==> config.mk <==
export PLATFORM = sky130hd
export DESIGN_NAME = acs_sequencer
export DESIGN_NICKNAME = d
export VERILOG_FILES = /design/src/acs_sequencer.v
export VERILOG_INCLUDE_DIRS = /design/src
export SDC_FILE = /design/constraint.sdc
export NUM_CORES = 1
export LEC_CHECK = 0
export BUFFER_PORTS_ARGS = -buffer_cell sky130_fd_sc_hd__buf_4
export CORE_UTILIZATION = 38
export CTS_CLUSTER_SIZE = 14
export DETAILED_ROUTE_END_ITERATION = 8
export SYNTH_ARGS = -nofsm -noshare
export SYNTH_HDL_FRONTEND = slang
export SYNTH_SLANG_ARGS = --single-unit
==> constraint.sdc <==
create_clock -name ref_clk -period 5.52 [get_ports ref_clk]
set_input_delay 0.276 -clock ref_clk [delete_from_list [all_inputs] [get_ports ref_clk]]
set_output_delay 0.276 -clock ref_clk [all_outputs]
set_load 0.02 [all_outputs]
==> src/acs_map.vh <==
`ifndef ACS_MAP_VH
`define ACS_MAP_VH
// ----------------------------------------
// Register indices and byte addresses (index times four)
// ----------------------------------------
`define ACS_IDX_CAL_CTRL      8'h50
`define ACS_IDX_BG_CTRL       8'h57
`define ACS_IDX_TIMING_CTRL   8'h66
`define ACS_IDX_STATUS        8'h70
`define ACS_IDX_OFFSET_ADJ    8'h71
`define ACS_ADDR_CAL_CTRL     10'h140
`define ACS_ADDR_BG_CTRL      10'h15C
`define ACS_ADDR_TIMING_CTRL  10'h198
`define ACS_ADDR_STATUS       10'h1C0
`define ACS_ADDR_OFFSET_ADJ   10'h1C4
// ----------------------------------------
// Field positions
// ----------------------------------------
`define ACS_BIT_CAL_START     3
`define ACS_BIT_LOW_SIGNAL    4
`define ACS_BIT_BG_SELECT     0
`define ACS_BIT_CONT_SELECT   1
`define ACS_BIT_TIMING_EN     0
// ----------------------------------------
// Reset values
// ----------------------------------------
`define ACS_RST_CAL_CTRL      8'h00
`define ACS_RST_BG_CTRL       8'h00
`define ACS_RST_TIMING_CTRL   8'h00
`define ACS_RST_OFFSET_ADJ    8'h00
`define ACS_STATIC_CODE       16'h0000
// ----------------------------------------
// Calibration durations in sample-clock cycles, and core numbers
// ----------------------------------------
`define ACS_FG_BASE           32'd102000000
`define ACS_FG_LOW            32'd64000000
`define ACS_FG_TIM            32'd227000000
`define ACS_FG_TIM_LOW        32'd189000000
`define ACS_BGI_BASE          32'd127500000
`define ACS_BGI_LOW           32'd80000000
`define ACS_BGI_TIM           32'd283750000
`define ACS_BGI_TIM_LOW       32'd236250000
`define ACS_BG_CYCLE          32'd816000000
`define ACS_BG_CYCLE_LOW      32'd512000000
`define ACS_NUM_CORES         3'd5
`define ACS_LAST_CORE         3'd4
`endif

==> src/acs_sequencer.v <==
`default_nettype none
`include "acs_map.vh"
// How it works
// RQ1: foreground cal holds output at static code
// RQ2: start bit write launches cal, self clears
// RQ3: cal ends within bounded count, longer timed
// RQ4: plain foreground durations 102M, 227M, 64M
// RQ5: background initial durations 127.5M, 283.75M, 80M
// RQ6: full background rotation 816M or 512M
// RQ7: start resets calibration control logic
// RQ8: software toggles serial link enable afterwards
// RQ9: background powers five cores, one offline
// RQ10: swap offline core online as another leaves
// RQ11: rotation rate fixed, no user setting
// RQ12: software sets both background selects
// RQ13: software triggers start once after setup
// RQ14: offset adjust ignored in background mode
// RQ15: timing enable defaults off, adds timing pass
// RQ16: start bit reads one until cal done
module acs_sequencer #(
    parameter [31:0] FG_BASE      = `ACS_FG_BASE,
    parameter [31:0] FG_LOW       = `ACS_FG_LOW,
    parameter [31:0] FG_TIM       = `ACS_FG_TIM,
    parameter [31:0] FG_TIM_LOW   = `ACS_FG_TIM_LOW,
    parameter [31:0] BGI_BASE     = `ACS_BGI_BASE,
    parameter [31:0] BGI_LOW      = `ACS_BGI_LOW,
    parameter [31:0] BGI_TIM      = `ACS_BGI_TIM,
    parameter [31:0] BGI_TIM_LOW  = `ACS_BGI_TIM_LOW,
    parameter [31:0] BG_CYCLE     = `ACS_BG_CYCLE,
    parameter [31:0] BG_CYCLE_LOW = `ACS_BG_CYCLE_LOW
) (
    input  wire        ref_clk,
    input  wire        rst,
    input  wire        wb_cyc_i,
    input  wire        wb_stb_i,
    input  wire        wb_we_i,
    input  wire [9:0]  wb_adr_i,
    input  wire [3:0]  wb_sel_i,
    input  wire [31:0] wb_dat_i,
    output reg  [31:0] wb_dat_o,
    output reg         wb_ack_o,
    input  wire [15:0] convCode,
    output reg  [15:0] outCode,
    output reg         calBusy,
    output reg         calCtrlReset,
    output reg         timingCalActive,
    output reg  [4:0]  corePowerOn,
    output reg  [4:0]  coreOnline,
    output reg  [7:0]  offsetAdjOut
);

// ----------------------------------------
// States
// ----------------------------------------
localparam [1:0] ST_IDLE = 2'd0;
localparam [1:0] ST_FG   = 2'd1;
localparam [1:0] ST_BG   = 2'd2;

reg  [1:0]  state_q;
reg  [31:0] count_q;
reg  [31:0] slot_q;
reg  [2:0]  offCore_q;
reg         startBit_q;
reg         lowSig_q;
reg         bgSel_q;
reg         contSel_q;
reg         timEn_q;
reg  [7:0]  offAdj_q;
reg         bgRun_q;

wire        bgMode     = bgSel_q & contSel_q;
wire        wbReq      = wb_cyc_i & wb_stb_i & ~wb_ack_o;
wire        wbWr       = wbReq & wb_we_i & wb_sel_i[0];
wire        startWr    = wbWr & (wb_adr_i == `ACS_ADDR_CAL_CTRL)
                         & wb_dat_i[`ACS_BIT_CAL_START];
reg  [31:0] fgLen;
reg  [31:0] slotLen;
reg  [7:0]  rdData;

// ----------------------------------------
// Duration selection
// ----------------------------------------
always @* begin
    case ({bgMode, timEn_q, lowSig_q})
        3'b000:  fgLen = FG_BASE;     // see RQ4
        3'b001:  fgLen = FG_LOW;      // see RQ4
        3'b010:  fgLen = FG_TIM;      // see RQ4
        3'b011:  fgLen = FG_TIM_LOW;  // see RQ3
        3'b100:  fgLen = BGI_BASE;    // see RQ5
        3'b101:  fgLen = BGI_LOW;     // see RQ5
        3'b110:  fgLen = BGI_TIM;     // see RQ5
        default: fgLen = BGI_TIM_LOW; // see RQ3
    endcase
    // Per-core slot is one fifth of a full rotation, chosen by lowSig_q only
    slotLen = lowSig_q ? (BG_CYCLE_LOW / 32'd5) : (BG_CYCLE / 32'd5); // see RQ6, RQ11
end

// ----------------------------------------
// Register read mux
// ----------------------------------------
always @* begin
    case (wb_adr_i)
        `ACS_ADDR_CAL_CTRL:    rdData = {3'h0, lowSig_q, startBit_q, 3'h0}; // see RQ16
        `ACS_ADDR_BG_CTRL:     rdData = {6'h00, contSel_q, bgSel_q};
        `ACS_ADDR_TIMING_CTRL: rdData = {7'h00, timEn_q};
        `ACS_ADDR_STATUS:      rdData = {3'h0, offCore_q, bgRun_q, calBusy};
        `ACS_ADDR_OFFSET_ADJ:  rdData = offAdj_q;
        default:               rdData = 8'h00;
    endcase
end

// ----------------------------------------
// Wishbone slave and configuration
// ----------------------------------------
always @(posedge ref_clk) begin
    if (rst) begin
        wb_ack_o  <= 1'b0;
        wb_dat_o  <= 32'h00000000;
        lowSig_q  <= 1'b0;
        bgSel_q   <= 1'b0;
        contSel_q <= 1'b0;
        timEn_q   <= 1'b0; // see RQ15
        offAdj_q  <= `ACS_RST_OFFSET_ADJ;
    end else begin
        wb_ack_o <= wbReq;
        wb_dat_o <= wbReq ? {24'h000000, rdData} : 32'h00000000;
        if (wbWr) begin
            case (wb_adr_i)
                `ACS_ADDR_CAL_CTRL:    lowSig_q <= wb_dat_i[`ACS_BIT_LOW_SIGNAL];
                `ACS_ADDR_BG_CTRL: begin
                    bgSel_q   <= wb_dat_i[`ACS_BIT_BG_SELECT];
                    contSel_q <= wb_dat_i[`ACS_BIT_CONT_SELECT];
                end
                `ACS_ADDR_TIMING_CTRL: timEn_q <= wb_dat_i[`ACS_BIT_TIMING_EN];
                `ACS_ADDR_OFFSET_ADJ:  offAdj_q <= wb_dat_i[7:0];
                default: ;
            endcase
        end
    end
end

// ----------------------------------------
// Calibration sequencer
// ----------------------------------------
always @(posedge ref_clk) begin
    if (rst) begin
        state_q         <= ST_IDLE;
        count_q         <= 32'h00000000;
        slot_q          <= 32'h00000000;
        offCore_q       <= 3'h0;
        startBit_q      <= 1'b0;
        bgRun_q         <= 1'b0;
        calBusy         <= 1'b0;
        calCtrlReset    <= 1'b0;
        timingCalActive <= 1'b0;
    end else begin
        calCtrlReset <= startWr; // see RQ7
        if (startWr) begin
            // Restart wipes any running sequence
            state_q         <= ST_FG;               // see RQ2, RQ7
            count_q         <= 32'h00000000;
            slot_q          <= 32'h00000000;
            offCore_q       <= 3'h0;
            startBit_q      <= 1'b1;                // see RQ16
            bgRun_q         <= 1'b0;
            calBusy         <= 1'b1;
            timingCalActive <= timEn_q;             // see RQ15
        end else begin
            case (state_q)
                ST_IDLE: begin
                    calBusy <= 1'b0;
                end
                ST_FG: begin
                    if (count_q + 32'h00000001 >= fgLen) begin // see RQ3
                        startBit_q      <= 1'b0;  // see RQ2, RQ16
                        calBusy         <= 1'b0;
                        timingCalActive <= 1'b0;
                        count_q         <= 32'h00000000;
                        state_q         <= bgMode ? ST_BG : ST_IDLE; // see RQ13
                        bgRun_q         <= bgMode;
                    end else begin
                        count_q <= count_q + 32'h00000001;
                    end
                end
                ST_BG: begin
                    if (!bgMode) begin
                        state_q <= ST_IDLE;
                        bgRun_q <= 1'b0;
                    end else if (slot_q + 32'h00000001 >= slotLen) begin
                        slot_q    <= 32'h00000000;
                        // Calibrated core returns as the next one leaves
                        offCore_q <= (offCore_q == `ACS_LAST_CORE) ? 3'h0
                                     : offCore_q + 3'h1; // see RQ10
                    end else begin
                        slot_q <= slot_q + 32'h00000001;
                    end
                end
                default: state_q <= ST_IDLE;
            endcase
        end
    end
end

// ----------------------------------------
// Core control and output data
// ----------------------------------------
always @(posedge ref_clk) begin
    if (rst) begin
        outCode      <= `ACS_STATIC_CODE;
        corePowerOn  <= 5'h0F;
        coreOnline   <= 5'h0F;
        offsetAdjOut <= `ACS_RST_OFFSET_ADJ;
    end else begin
        if (state_q == ST_FG || startWr) begin
            outCode <= `ACS_STATIC_CODE; // see RQ1
        end else begin
            outCode <= convCode;         // see RQ10
        end
        if (bgRun_q) begin
            corePowerOn <= 5'h1F;                        // see RQ9
            coreOnline  <= ~(5'h01 << offCore_q) & 5'h1F; // see RQ9
        end else begin
            corePowerOn <= 5'h0F;
            coreOnline  <= 5'h0F;
        end
        // Stays forced until the rotation has stopped and all cores are back
        offsetAdjOut <= (bgMode | bgRun_q) ? 8'h00 : offAdj_q; // see RQ14
    end
end

endmodule
`default_nettype wire

Word level (Yosys, flattened, before mapping)
Index checks and enable logic that the tools add are counted.
Widths: inputs -> output; s select.
- $lt $le $gt $ge: 2
- bitwise operators: 13
- muxes and demuxes: 21
- $add $sub $neg: 3
- reductions and logical operators: 23
- shifts and indexed selects: 1
- eq/ne operators: 19
- operators with widths (kind ; number):
    $pmux 29 s7 ; 1
    $add 32x1->32 const B ; 2
    $mux 32 ; 2
    $eq 10x9->1 const B ; 5
    $pmux 8 s5 ; 1
    $ge 32x28->1 ; 1
    $ge 32x32->1 ; 1
    $mux 28 ; 1
    $reduce_and 2->1 ; 7
    $eq 3x3->1 const B ; 4
    $reduce_and 3->1 ; 4
    $reduce_or 2->1 ; 5
    $mux 1 ; 8
    $and 1x1->1 ; 7
    $eq 3x2->1 const B ; 2
    $mux 2 ; 3
    $ne 2x2->1 const B ; 3
    $ne 3x3->1 const B ; 2
    $pmux 2 s3 ; 1
    $reduce_bool 2->1 ; 3
    $mux 5 ; 1
    $not 5->5 ; 1
    $shl 1x3->5 const A ; 1
    $not 1->1 ; 4
    other kinds (11) ; 12
- bits of input ports: 67
- logic and storage cells: 104
- register bits: 153

Longest topological paths before layout
Gate-level depths: netlist (run 1).
- depth in word-level cells: 8
- mapped depth: 19
- mapped depth without buffers: 17

Worst setup path after synthesis (run 1)
OpenSTA, ideal clock, no wires.
- kind: flip-flop to flip-flop
- start point: register lowSig_q
- end point: register count_q[8]
- setup slack: 1678 ps
- stages on the path, launching flop included: 15
- path buffers: 1
- data required time: 5451 ps
- period minus slack after synthesis: 3842 ps
- arrival: 3773 ps
- cell sequence: dfxtp_1 -> inv_1 -> ha_1 -> clkbuf_1 -> or2_2 -> nor4b_1 -> ha_1 -> a21o_1 -> a21o_1 -> a21oi_1 -> a2111oi_0 -> a2111o_1 -> or4_4 -> or3_1 -> o21ai_1
- word-level cells in the longest chain between the ends: 4
- ends and longest elaborated chain (element ; line ; RTL):
    start, declared ; acs_sequencer.v:64 ; reg lowSig_q;
    start signal, assigned ; acs_sequencer.v:129 ; `ACS_ADDR_CAL_CTRL: lowSig_q <= wb_dat_i[`ACS_BIT_LOW_SIGNAL];
    $eq 3x3->1 (tied with other cells) ; acs_sequencer.v:84 ; case ({bgMode, timEn_q, lowSig_q})
    $pmux 29 s7 (*) ; acs_sequencer.v:84 ;
    $ge 32x32->1 (*) ; acs_sequencer.v:174 ; if (count_q + 32'h00000001 >= fgLen) begin
    $mux 32 (*) ; acs_sequencer.v:174 ;
    end signal, assigned ; acs_sequencer.v:182 ; count_q <= count_q + 32'h00000001;
    end, declared ; acs_sequencer.v:60 ; reg [31:0] count_q;
Mark *: on every way between the ends. The rest lies on a longest branch, timed or not.
A chain may end at the register's enable or synchronous reset.

Worst setup path in the final report (run 1)
- start point: register slot_q[3]
- end point: register slot_q[19]
- word-level cells in the longest chain between the ends: 3
- ends and longest elaborated chain (element ; line ; RTL):
    start, declared ; acs_sequencer.v:61 ; reg [31:0] slot_q;
    start signal, assigned ; acs_sequencer.v:195 ; slot_q <= slot_q + 32'h00000001;
    $add 32x1->32 (*) ; acs_sequencer.v:189, acs_sequencer.v:195 ;
    $ge 32x28->1 ; acs_sequencer.v:189 ; end else if (slot_q + 32'h00000001 >= slotLen) begin
    $mux 32 (*) ; acs_sequencer.v:189 ;
Marked as above.

==> report_table.html, run 1 <==
<table>
<tr><th>Metric</th><th>Value</th></tr>
<tr><th colspan="2">Outcome</th></tr>
<tr><td>Run status</td><td>complete, no violations</td></tr>
<tr><th colspan="2">Final layout</th></tr>
<tr><td>Non-filler cells in the finished layout</td><td>between 1000 and 1500</td></tr>
<tr><td>Final Net Count</td><td>around 1100</td></tr>
<tr><td>Fraction of layout instances using a drive strength above 1</td><td>0.143</td></tr>
<tr><td>Summed area of non-filler cells in the final layout</td><td>roughly 8600 sq um</td></tr>
<tr><td>Sequential cell area</td><td>2500 sq um</td></tr>
<tr><td>Antenna diode count</td><td>0</td></tr>
<tr><td>Filler Cell Count</td><td>between 1500 and 2000</td></tr>
<tr><td>Multi-input combinational cell area</td><td>4400 sq um</td></tr>
<tr><td>Area growth, synth to finish</td><td>17.2%</td></tr>
<tr><th colspan="2">STA</th></tr>
<tr><td>Maximum clock rate</td><td>between 200 and 250 MHz</td></tr>
<tr><td>Hold slack final</td><td>77.0 ps</td></tr>
<tr><td>Final critical-path required period</td><td>between 4000 and 5000 ps</td></tr>
<tr><td>Endpoints failing setup</td><td>0</td></tr>
<tr><td>Fin crit share</td><td>0.844</td></tr>
<tr><td>Setup skew after layout</td><td>about 9 ps</td></tr>
<tr><td>Final Hold Violating Endpoints</td><td>0</td></tr>
<tr><td>Worst slew slack as a fraction of its limit</td><td>0.287</td></tr>
<tr><td>Number of slew-limit violations in the final report</td><td>0</td></tr>
<tr><td>RSZ-0062 raised after global routing</td><td>no</td></tr>
<tr><td>Final TNS setup</td><td>0 ps</td></tr>
<tr><td>Worst slew pin tran</td><td>1070 ps</td></tr>
<tr><th colspan="2">Pwr</th></tr>
<tr><td>Pwr Total</td><td>roughly 2.2 mW</td></tr>
<tr><td>Psw</td><td>~0.56 mW</td></tr>
<tr><td>Fraction of power spent switching nets</td><td>0.251</td></tr>
<tr><td>Part of the power in registers</td><td>0.424</td></tr>
<tr><td>Cell internal power dissipation</td><td>roughly 1.7 mW</td></tr>
<tr><td>Fraction of power consumed by combinational cells</td><td>0.057</td></tr>
<tr><td>Static Leakage</td><td>3.54 nW</td></tr>
<tr><td>IR Drop Worst-Case VDD</td><td>~0.16 mV</td></tr>
<tr><td>PwrDens</td><td>~260 nW/um^2</td></tr>
<tr><td>Power share of the clock group</td><td>0.519</td></tr>
<tr><th colspan="2">Clock network</th></tr>
<tr><td>Clock-pin transition on the worst setup and hold timing paths</td><td>about 60 ps</td></tr>
<tr><td># clock sinks</td><td>between 100 and 150</td></tr>
<tr><td>Max H-tree Level</td><td>4</td></tr>
<tr><td>Buffer count from post-CTS setup fixing</td><td>0</td></tr>
<tr><td>Gates resized, CTS repair</td><td>0</td></tr>
<tr><td>Number of CTS-inserted buffers</td><td>17</td></tr>
<tr><td>Insertion delay to the later sink of the worst-skew pair</td><td>between 400 and 500 ps</td></tr>
<tr><td>Count of hold-fix buffers inserted at cts</td><td>0</td></tr>
<tr><td>Root buffer cell</td><td>sky130_fd_sc_hd__clkbuf_16</td></tr>
<tr><td>Maximum clock path buffer count</td><td>2</td></tr>
<tr><td>TritonCTS clock tree</td><td>yes</td></tr>
<tr><th colspan="2">Placement</th></tr>
<tr><td>Count of buffers inserted at the top-level ports</td><td>81</td></tr>
<tr><td>Total placed instance area</td><td>between 8000 and 9000 sq um</td></tr>
<tr><td>Number of placed instances with taps included</td><td>1225</td></tr>
<tr><td>DP Wirelength</td><td>between 10 and 15 mm</td></tr>
<tr><td>Weighted congestion reported at the end of routability-driven placement</td><td>around 0.85</td></tr>
<tr><th colspan="2">Floorplan</th></tr>
<tr><td>Height of the die</td><td>around 140 um</td></tr>
<tr><td>Width of the die</td><td>roughly 140 um</td></tr>
<tr><td>Core area</td><td>about 19000 sq um</td></tr>
<tr><td>Total Die Area</td><td>around 20000 sq um</td></tr>
<tr><td># IOs</td><td>137</td></tr>
<tr><td>Effective utilization at floorplan</td><td>0.391</td></tr>
<tr><td>Rows</td><td>50</td></tr>
<tr><th colspan="2">Detailed routing</th></tr>
<tr><td>Violation count after the first detailed-route iteration</td><td>~460</td></tr>
<tr><td>Via-per-instance ratio</td><td>5.25</td></tr>
<tr><td>Total vias in the final route</td><td>6603</td></tr>
<tr><td>DRT antenna net count</td><td>0</td></tr>
<tr><td>Pre-antenna DRT Iters</td><td>5</td></tr>
<tr><td>WL final</td><td>~18 mm</td></tr>
<tr><td>DR WL/cell</td><td>14.3 um</td></tr>
<tr><td>DRC violation count after routing</td><td>0</td></tr>
<tr><th colspan="2">Global routing</th></tr>
<tr><td>Via count of the first global-routing pass</td><td>5978</td></tr>
<tr><td>Largest net degree at the start of global routing</td><td>29</td></tr>
<tr><td>Global-route wire length before repair</td><td>~30 mm</td></tr>
<tr><td>Remaining Overflow, GRT</td><td>0</td></tr>
<tr><td>Number of antenna violations at the first check in global routing</td><td>0</td></tr>
<tr><td>Overall routing resource usage</td><td>0.187</td></tr>
<tr><th colspan="2">Synthesis</th></tr>
<tr><td>Cells after Synth</td><td>around 900</td></tr>
<tr><td>Synth Register Bits</td><td>between 100 and 150</td></tr>
<tr><td>Cell area after synthesis</td><td>roughly 7400 sq um</td></tr>
<tr><td>Sequential fraction of the synthesis area</td><td>0.340</td></tr>
<tr><td>Cell types occupying the most area after synthesis</td><td>sky130_fd_sc_hd__dfxtp_1 34%, sky130_fd_sc_hd__ha_1 8.2%, sky130_fd_sc_hd__nand2_1 6.0%, sky130_fd_sc_hd__nand3_1 4.8%, sky130_fd_sc_hd__a21oi_1 3.6%</td></tr>
<tr><td>Most used standard cell by instance count after synthesis</td><td>sky130_fd_sc_hd__dfxtp_1</td></tr>
<tr><td>Leading cell types by count after synthesis</td><td>125 x sky130_fd_sc_hd__dfxtp_1, 118 x sky130_fd_sc_hd__nand2_1, 70 x sky130_fd_sc_hd__nand3_1</td></tr>
<tr><td>Number of enable flip-flop cells after synthesis</td><td>0</td></tr>
<tr><td>Average footprint of a synthesized cell</td><td>about 8 sq um</td></tr>
<tr><td>Largest area contributor in the netlist</td><td>sky130_fd_sc_hd__dfxtp_1</td></tr>
<tr><td>Number of warnings reported in the yosys synthesis log</td><td>0</td></tr>
<tr><td>Fraction of post-synthesis cell area in the top cell type by area</td><td>0.340</td></tr>
<tr><td>Most common flop cell mapped by yosys</td><td>sky130_fd_sc_hd__dfxtp_1</td></tr>
<tr><td>Fraction of registers with async set or reset after synthesis</td><td>0</td></tr>
<tr><td>Yosys cell types</td><td>67</td></tr>
<tr><th colspan="2">Critical path</th></tr>
<tr><td>Highest fanout seen on the critical path</td><td>24</td></tr>
<tr><td>Reg-to-reg startpoint</td><td>slot_q[3]</td></tr>
<tr><td>Kind of launch point of the worst setup path</td><td>flop</td></tr>
<tr><td>R2R depth</td><td>14</td></tr>
<tr><td>Endpoint class of the critical path</td><td>flop</td></tr>
<tr><td>Type of the worst setup path</td><td>flop to flop</td></tr>
<tr><td>Worst setup path startpoint</td><td>slot_q[3]</td></tr>
<tr><td>Worst EP required</td><td>5860 ps</td></tr>
<tr><td>Arrival time reported for the critical path endpoint</td><td>5000 ps</td></tr>
<tr><th colspan="2">Min path</th></tr>
<tr><td>Worst hold path cell count</td><td>2</td></tr>
<tr><td>Worst Min Path Start</td><td>convCode[4]</td></tr>
<tr><td>Min-Delay Path Class</td><td>input port to flop</td></tr>
<tr><th colspan="2">Run</th></tr>
<tr><td>MaxCap Viol Count</td><td>0</td></tr>
</table>
-- per-stage QoR --
stage | util | setup WS [ps]
2_1_floorplan | - | 1680
3_3_place_gp | 0.426 | 927
3_5_place_dp | 0.426 | 859
4_1_cts | 0.458 | 836
5_1_grt | 0.458 | 424
6_report | 0.458 | 859
-- per-layer routing --
layer	track usage	share of wire	vias to the layer above
met5	0	0	-
met4	0.0698	0.015	0
met3	0.0285	0.044	22
met2	0.312	0.46	176
met1	0.242	0.48	3054
li1	-	-	3351
-- power groups by stage --
stage / combinational, mW / clock (mW) / sequential (mW)
CTS: 0.127 / 1.18 / 0.945
finish: 0.126 / 1.16 / 0.945
global route: 0.140 / 1.21 / 0.949
global placement: 0.125 / 0 / 0.964
floorplan: 0.103 / 0 / 0.956
detailed placement: 0.127 / 0 / 0.965
-- area by class of cell --
class                   instances  share of cell area
well taps                     260              0.0377
inverters                      24              0.0104
repair buffers                 93              0.0809
clock buffers                  18              0.0509
clock inverters                14              0.0196
flip-flops and latches        125               0.290
multi-input cells             723               0.510
-- worst paths after layout --
kind                               endpoint  slack (ps)
worst max-delay path             slot_q[19]         860
worst min register to register  count_q[31]         460
worst min-delay path             outCode[4]          80
worst max register to register   slot_q[19]         860
-- cells by family after synthesis --
| kind of cell | share of synthesized area |
|---|---|
| flops | 0.340 |
| xor+xnor | 0.0500 |
| fa+ha+maj | 0.0816 |
| other cells | 0.00102 |
| compound gates | 0.128 |
| mux | 0.0250 |
| simple gates | 0.299 |
| buf+inv | 0.0750 |
-- worst max-delay path, cell delays in order, from the launching register on --
cell,delay [ps]
sky130_fd_sc_hd__dfxtp_1,470
sky130_fd_sc_hd__and4_1,330
sky130_fd_sc_hd__nand4_1,280
sky130_fd_sc_hd__or3_1,530
sky130_fd_sc_hd__nor3_1,250
sky130_fd_sc_hd__xor2_1,220
sky130_fd_sc_hd__ha_1,270
sky130_fd_sc_hd__nand2_1,90
sky130_fd_sc_hd__nor2_1,50
sky130_fd_sc_hd__a211oi_1,310
sky130_fd_sc_hd__o211ai_1,160
sky130_fd_sc_hd__and4bb_1,860
sky130_fd_sc_hd__and2_1,480
sky130_fd_sc_hd__nand3b_1,130
sky130_fd_sc_hd__a21oi_1,140
-- sequential cells by signal (all words and copies together) (netlist names) --
name             flops
bgRun_q              1
lowSig_q             1
count_q             32
state_q              2
offAdj_q             8
corePowerOn          1
startBit_q           1
offsetAdjOut         8
contSel_q            1
slot_q              32
offCore_q            3
calBusy              1
wb_ack_o             1
wb_dat_o             8
calCtrlReset         1
coreOnline           5
bgSel_q              1
timingCalActive      1
outCode             16
timEn_q              1
-- layout by cell type, fill, tap and decap left out, types with 3 or more instances in the layout --
cell / n
sky130_fd_sc_hd__xnor2_1: 27
sky130_fd_sc_hd__or3_1: 16
sky130_fd_sc_hd__o21ai_0: 33
sky130_fd_sc_hd__mux2_2: 3
sky130_fd_sc_hd__dfxtp_1: 125
sky130_fd_sc_hd__nor2_1: 64
sky130_fd_sc_hd__nor4_1: 14
sky130_fd_sc_hd__a22oi_1: 8
sky130_fd_sc_hd__mux2i_1: 15
sky130_fd_sc_hd__a21o_1: 10
sky130_fd_sc_hd__nor3_1: 27
sky130_fd_sc_hd__nand2_1: 118
sky130_fd_sc_hd__nand2b_1: 8
sky130_fd_sc_hd__a211oi_1: 4
sky130_fd_sc_hd__o211ai_1: 3
sky130_fd_sc_hd__and4_1: 4
sky130_fd_sc_hd__o31ai_1: 3
sky130_fd_sc_hd__inv_6: 8
sky130_fd_sc_hd__o2111ai_1: 3
sky130_fd_sc_hd__conb_1: 28
sky130_fd_sc_hd__xor2_1: 15
sky130_fd_sc_hd__and3_2: 4
sky130_fd_sc_hd__nand3_1: 70
sky130_fd_sc_hd__buf_4: 93
sky130_fd_sc_hd__ha_1: 48
sky130_fd_sc_hd__nor2b_1: 9
sky130_fd_sc_hd__o21ai_1: 5
sky130_fd_sc_hd__a31oi_1: 12
sky130_fd_sc_hd__a21oi_1: 53
sky130_fd_sc_hd__nand3b_1: 3
sky130_fd_sc_hd__nand4_1: 21
sky130_fd_sc_hd__and3_1: 37
sky130_fd_sc_hd__inv_1: 24
sky130_fd_sc_hd__clkbuf_16: 17
sky130_fd_sc_hd__o22ai_1: 3
sky130_fd_sc_hd__and2_1: 19
No activity file was read; power rests on OpenSTA's default activity.
==> run 2: changes to the inputs <==
==> constraint.sdc (replaced) <==
create_clock -name ref_clk -period 4.4 [get_ports ref_clk]
set_input_delay 0.22 -clock ref_clk [delete_from_list [all_inputs] [get_ports ref_clk]]
set_output_delay 0.22 -clock ref_clk [all_outputs]
set_load 0.02 [all_outputs]
==> run 2 against run 1 <==
- sequential share of layout area shrank 0.43 points
- sequential power grew 25%
- final area grew 1.5%
- via count grew 1.6%
- routed wire length grew 4.5%
- combinational power grew 33%
- count of clock-buffer cells in the layout shrank 1
- clock power grew 24%
- clock skew grew 0.56 ps
- die area is the same
- utilization grew 0.68 points
- critical endpoint is now count_q[7]
- highest routed layer unchanged
==> report_table.html, run 2 (synthesis gave the netlist of run 1 again) <==
<table>
<tr><th>Metric</th><th>Value</th></tr>
<tr><th colspan="2">Outcome</th></tr>
<tr><td>Run status</td><td>complete, no violations</td></tr>
<tr><th colspan="2">Final layout</th></tr>
<tr><td>Area growth, synth to finish</td><td>19.0%</td></tr>
<tr><td>Post-layout utilization of the core</td><td>0.465</td></tr>
<tr><td>Antenna diode count</td><td>0</td></tr>
<tr><td>Final Net Count</td><td>1117</td></tr>
<tr><td>Most common cell after layout, fill and taps aside</td><td>sky130_fd_sc_hd__dfxtp_1</td></tr>
<tr><td>Fraction of layout instances using a drive strength above 1</td><td>0.159</td></tr>
<tr><td>Filler Cell Count</td><td>1842</td></tr>
<tr><td>Largest registers</td><td>count_q: 32 flops, slot_q: 32 flops, outCode: 16 flops</td></tr>
<tr><td>Top library cells by usage in the layout, fill and taps aside</td><td>125 x sky130_fd_sc_hd__dfxtp_1, 118 x sky130_fd_sc_hd__nand2_1, 111 x sky130_fd_sc_hd__buf_4</td></tr>
<tr><th colspan="2">Global routing</th></tr>
<tr><td>Remaining Overflow, GRT</td><td>0</td></tr>
<tr><td>Overall routing resource usage</td><td>0.191</td></tr>
<tr><td>Via count of the first global-routing pass</td><td>6003</td></tr>
<tr><td>Number of antenna violations at the first check in global routing</td><td>0</td></tr>
<tr><td>Largest net degree at the start of global routing</td><td>35</td></tr>
<tr><td>Global-route wire length before repair</td><td>30.4 mm</td></tr>
<tr><th colspan="2">Critical path</th></tr>
<tr><td>Worst path max stage delay</td><td>~600 ps</td></tr>
<tr><td>Worst EP required</td><td>around 4800 ps</td></tr>
<tr><td>Family with the most delay on the worst path</td><td>simple AND/OR/NAND/NOR gates</td></tr>
<tr><td>Kind of launch point of the worst setup path</td><td>flop</td></tr>
<tr><td>Master of the slowest instance on the critical path</td><td>sky130_fd_sc_hd__or4_4</td></tr>
<tr><td>WP buf/inv</td><td>0</td></tr>
<tr><td>Type of the worst setup path</td><td>flop to flop</td></tr>
<tr><td>List of cells traversed by the critical path</td><td>nand2_2, or4_4, nor2_1, nand2_1, nor2_1, xor2_1, ha_1, a21oi_1, nor2b_1, o211ai_1, nand3_1, a2111o_1, or4_4, or3_1, o21ai_1</td></tr>
<tr><td>Endpoint class of the critical path</td><td>flop</td></tr>
<tr><td>Highest fanout seen on the critical path</td><td>8</td></tr>
<tr><td>Arrival time reported for the critical path endpoint</td><td>4420 ps</td></tr>
<tr><th colspan="2">Clock network</th></tr>
<tr><td>TritonCTS clock tree</td><td>yes</td></tr>
<tr><td>Count of hold-fix buffers inserted at cts</td><td>0</td></tr>
<tr><td>Max H-tree Level</td><td>4</td></tr>
<tr><td># clock sinks</td><td>around 130</td></tr>
<tr><td>Insertion delay to the later sink of the worst-skew pair</td><td>~420 ps</td></tr>
<tr><td>Gates resized, CTS repair</td><td>0</td></tr>
<tr><td>Number of CTS-inserted buffers</td><td>17</td></tr>
<tr><td>Clock-pin transition on the worst setup and hold timing paths</td><td>roughly 60 ps</td></tr>
<tr><td>Maximum clock path buffer count</td><td>2</td></tr>
<tr><td>Root buffer cell</td><td>sky130_fd_sc_hd__clkbuf_16</td></tr>
<tr><td>Buffer count from post-CTS setup fixing</td><td>0</td></tr>
<tr><th colspan="2">STA</th></tr>
<tr><td>RSZ-0062 raised after global routing</td><td>no</td></tr>
<tr><td>Setup skew after layout</td><td>around 9.6 ps</td></tr>
<tr><td>Final Hold Violating Endpoints</td><td>0</td></tr>
<tr><td>Number of slew-limit violations in the final report</td><td>0</td></tr>
<tr><td>Fin crit share</td><td>0.924</td></tr>
<tr><td>Endpoints failing setup</td><td>0</td></tr>
<tr><td>Final critical-path required period</td><td>4070 ps</td></tr>
<tr><td>Maximum clock rate</td><td>around 250 MHz</td></tr>
<tr><td>Worst slew slack as a fraction of its limit</td><td>0.427</td></tr>
<tr><td>Final TNS setup</td><td>0 ps</td></tr>
<tr><td>Worst slew pin tran</td><td>860 ps</td></tr>
<tr><td>Hold slack final</td><td>22.9 ps</td></tr>
<tr><th colspan="2">Floorplan</th></tr>
<tr><td>Total Die Area</td><td>approximately 20000 sq um</td></tr>
<tr><td>Core area</td><td>~19000 sq um</td></tr>
<tr><td># IOs</td><td>137</td></tr>
<tr><td>Rows</td><td>50</td></tr>
<tr><td>Effective utilization at floorplan</td><td>0.391</td></tr>
<tr><td>Width of the die</td><td>between 100 and 150 um</td></tr>
<tr><td>Height of the die</td><td>approximately 140 um</td></tr>
<tr><th colspan="2">Detailed routing</th></tr>
<tr><td>DR WL/cell</td><td>between 10 and 15 um</td></tr>
<tr><td>Via-per-instance ratio</td><td>approximately 5.3</td></tr>
<tr><td>DRT antenna net count</td><td>0</td></tr>
<tr><td>Routed length on met1</td><td>between 8 and 9 mm</td></tr>
<tr><td>Pre-antenna DRT Iters</td><td>5</td></tr>
<tr><td>DRC violation count after routing</td><td>0</td></tr>
<tr><td>Total vias in the final route</td><td>between 6000 and 7000</td></tr>
<tr><td>Met2 layer wire length in the routed design</td><td>around 8.7 mm</td></tr>
<tr><td>Topmost layer with routed signal wires</td><td>met4</td></tr>
<tr><td>Violation count after the first detailed-route iteration</td><td>just over 500</td></tr>
<tr><td>Total length of routed met3 wires</td><td>1.03 mm</td></tr>
<tr><td>WL final</td><td>around 19 mm</td></tr>
<tr><th colspan="2">Run</th></tr>
<tr><td>MaxCap Viol Count</td><td>0</td></tr>
<tr><th colspan="2">Placement</th></tr>
<tr><td>DP Wirelength</td><td>between 10 and 15 mm</td></tr>
<tr><td>Count of buffers inserted at the top-level ports</td><td>81</td></tr>
<tr><td>Weighted congestion reported at the end of routability-driven placement</td><td>0.874</td></tr>
<tr><th colspan="2">Pwr</th></tr>
<tr><td>PwrDens</td><td>319 nW/um^2</td></tr>
<tr><td>Pwr Total</td><td>2.79 mW</td></tr>
<tr><td>IR Drop Worst-Case VDD</td><td>around 0.22 mV</td></tr>
<tr><td>Static Leakage</td><td>between 3 and 4 nW</td></tr>
<tr><th colspan="2">Min path</th></tr>
<tr><td>Min-Delay Path Class</td><td>input port to flop</td></tr>
</table>
## run 2: cell types whose count changed in the layout (fill, tap and decap cells not counted)
cell,delta
sky130_fd_sc_hd__clkbuf_8,-1
sky130_fd_sc_hd__inv_6,-2
sky130_fd_sc_hd__clkinvlp_4,+1
sky130_fd_sc_hd__clkinv_4,+2
sky130_fd_sc_hd__buf_4,+18
## run 2: worst paths after layout
kind                                   from          end  slack (ps)  depth (start not counted)
worst max-delay path             count_q[9]   count_q[7]         330                         15
worst min-delay path            convCode[3]   outCode[3]          20                          2
worst max register to register   count_q[9]   count_q[7]         330                         15
worst min register to register  count_q[22]  count_q[22]         460                          2
## run 2: cell type report
class / instances / area (sq um) / area share
Clock inverter: 15 / 176 / 0.0201
Clock buffer: 17 / 425 / 0.0486
Inverter: 24 / 90.1 / 0.0103
Sequential cell: 125 / 2500 / 0.286
Timing Repair Buffer: 111 / 833 / 0.0952
Multi-Input combinational cell: 723 / 4400 / 0.503
Tap cell: 260 / 325 / 0.0371
## run 2: power breakdown
part	switching, mW	internal (mW)
Sequential	0.0268	1.15
Clock	0.587	0.854
Combinational	0.0976	0.0695
## run 2: layer usage
layer | GRT usage | up-vias
li1 | - | 3384
met1 | 0.250 | 3085
met2 | 0.317 | 211
met3 | 0.0309 | 30
met5 | 0 | -
met4 | 0.0681 | 0
## run 2: per-stage QoR
step / worst slack (ps) / cell area (sq um) / std cells
floorplan: 558 / 7460 / 950
global placement: 382 / 8160 / 1243
detailed placement: 341 / 8160 / 1243
CTS: 298 / 8760 / 1275
global route: 24.5 / 8760 / 1275
finish: 333 / 8760 / 1275
## run 2: worst register-to-register path, stage by stage (launching register included)
cell and delay [ps]:
sky130_fd_sc_hd__dfxtp_1 450, sky130_fd_sc_hd__nand2_2 100, sky130_fd_sc_hd__or4_4 600, sky130_fd_sc_hd__nor2_1 170, sky130_fd_sc_hd__nand2_1 140, sky130_fd_sc_hd__nor2_1 140
sky130_fd_sc_hd__xor2_1 250, sky130_fd_sc_hd__ha_1 290, sky130_fd_sc_hd__a21oi_1 150, sky130_fd_sc_hd__nor2b_1 60, sky130_fd_sc_hd__o211ai_1 170, sky130_fd_sc_hd__nand3_1 120
sky130_fd_sc_hd__a2111o_1 440, sky130_fd_sc_hd__or4_4 510, sky130_fd_sc_hd__or3_1 330, sky130_fd_sc_hd__o21ai_1 80
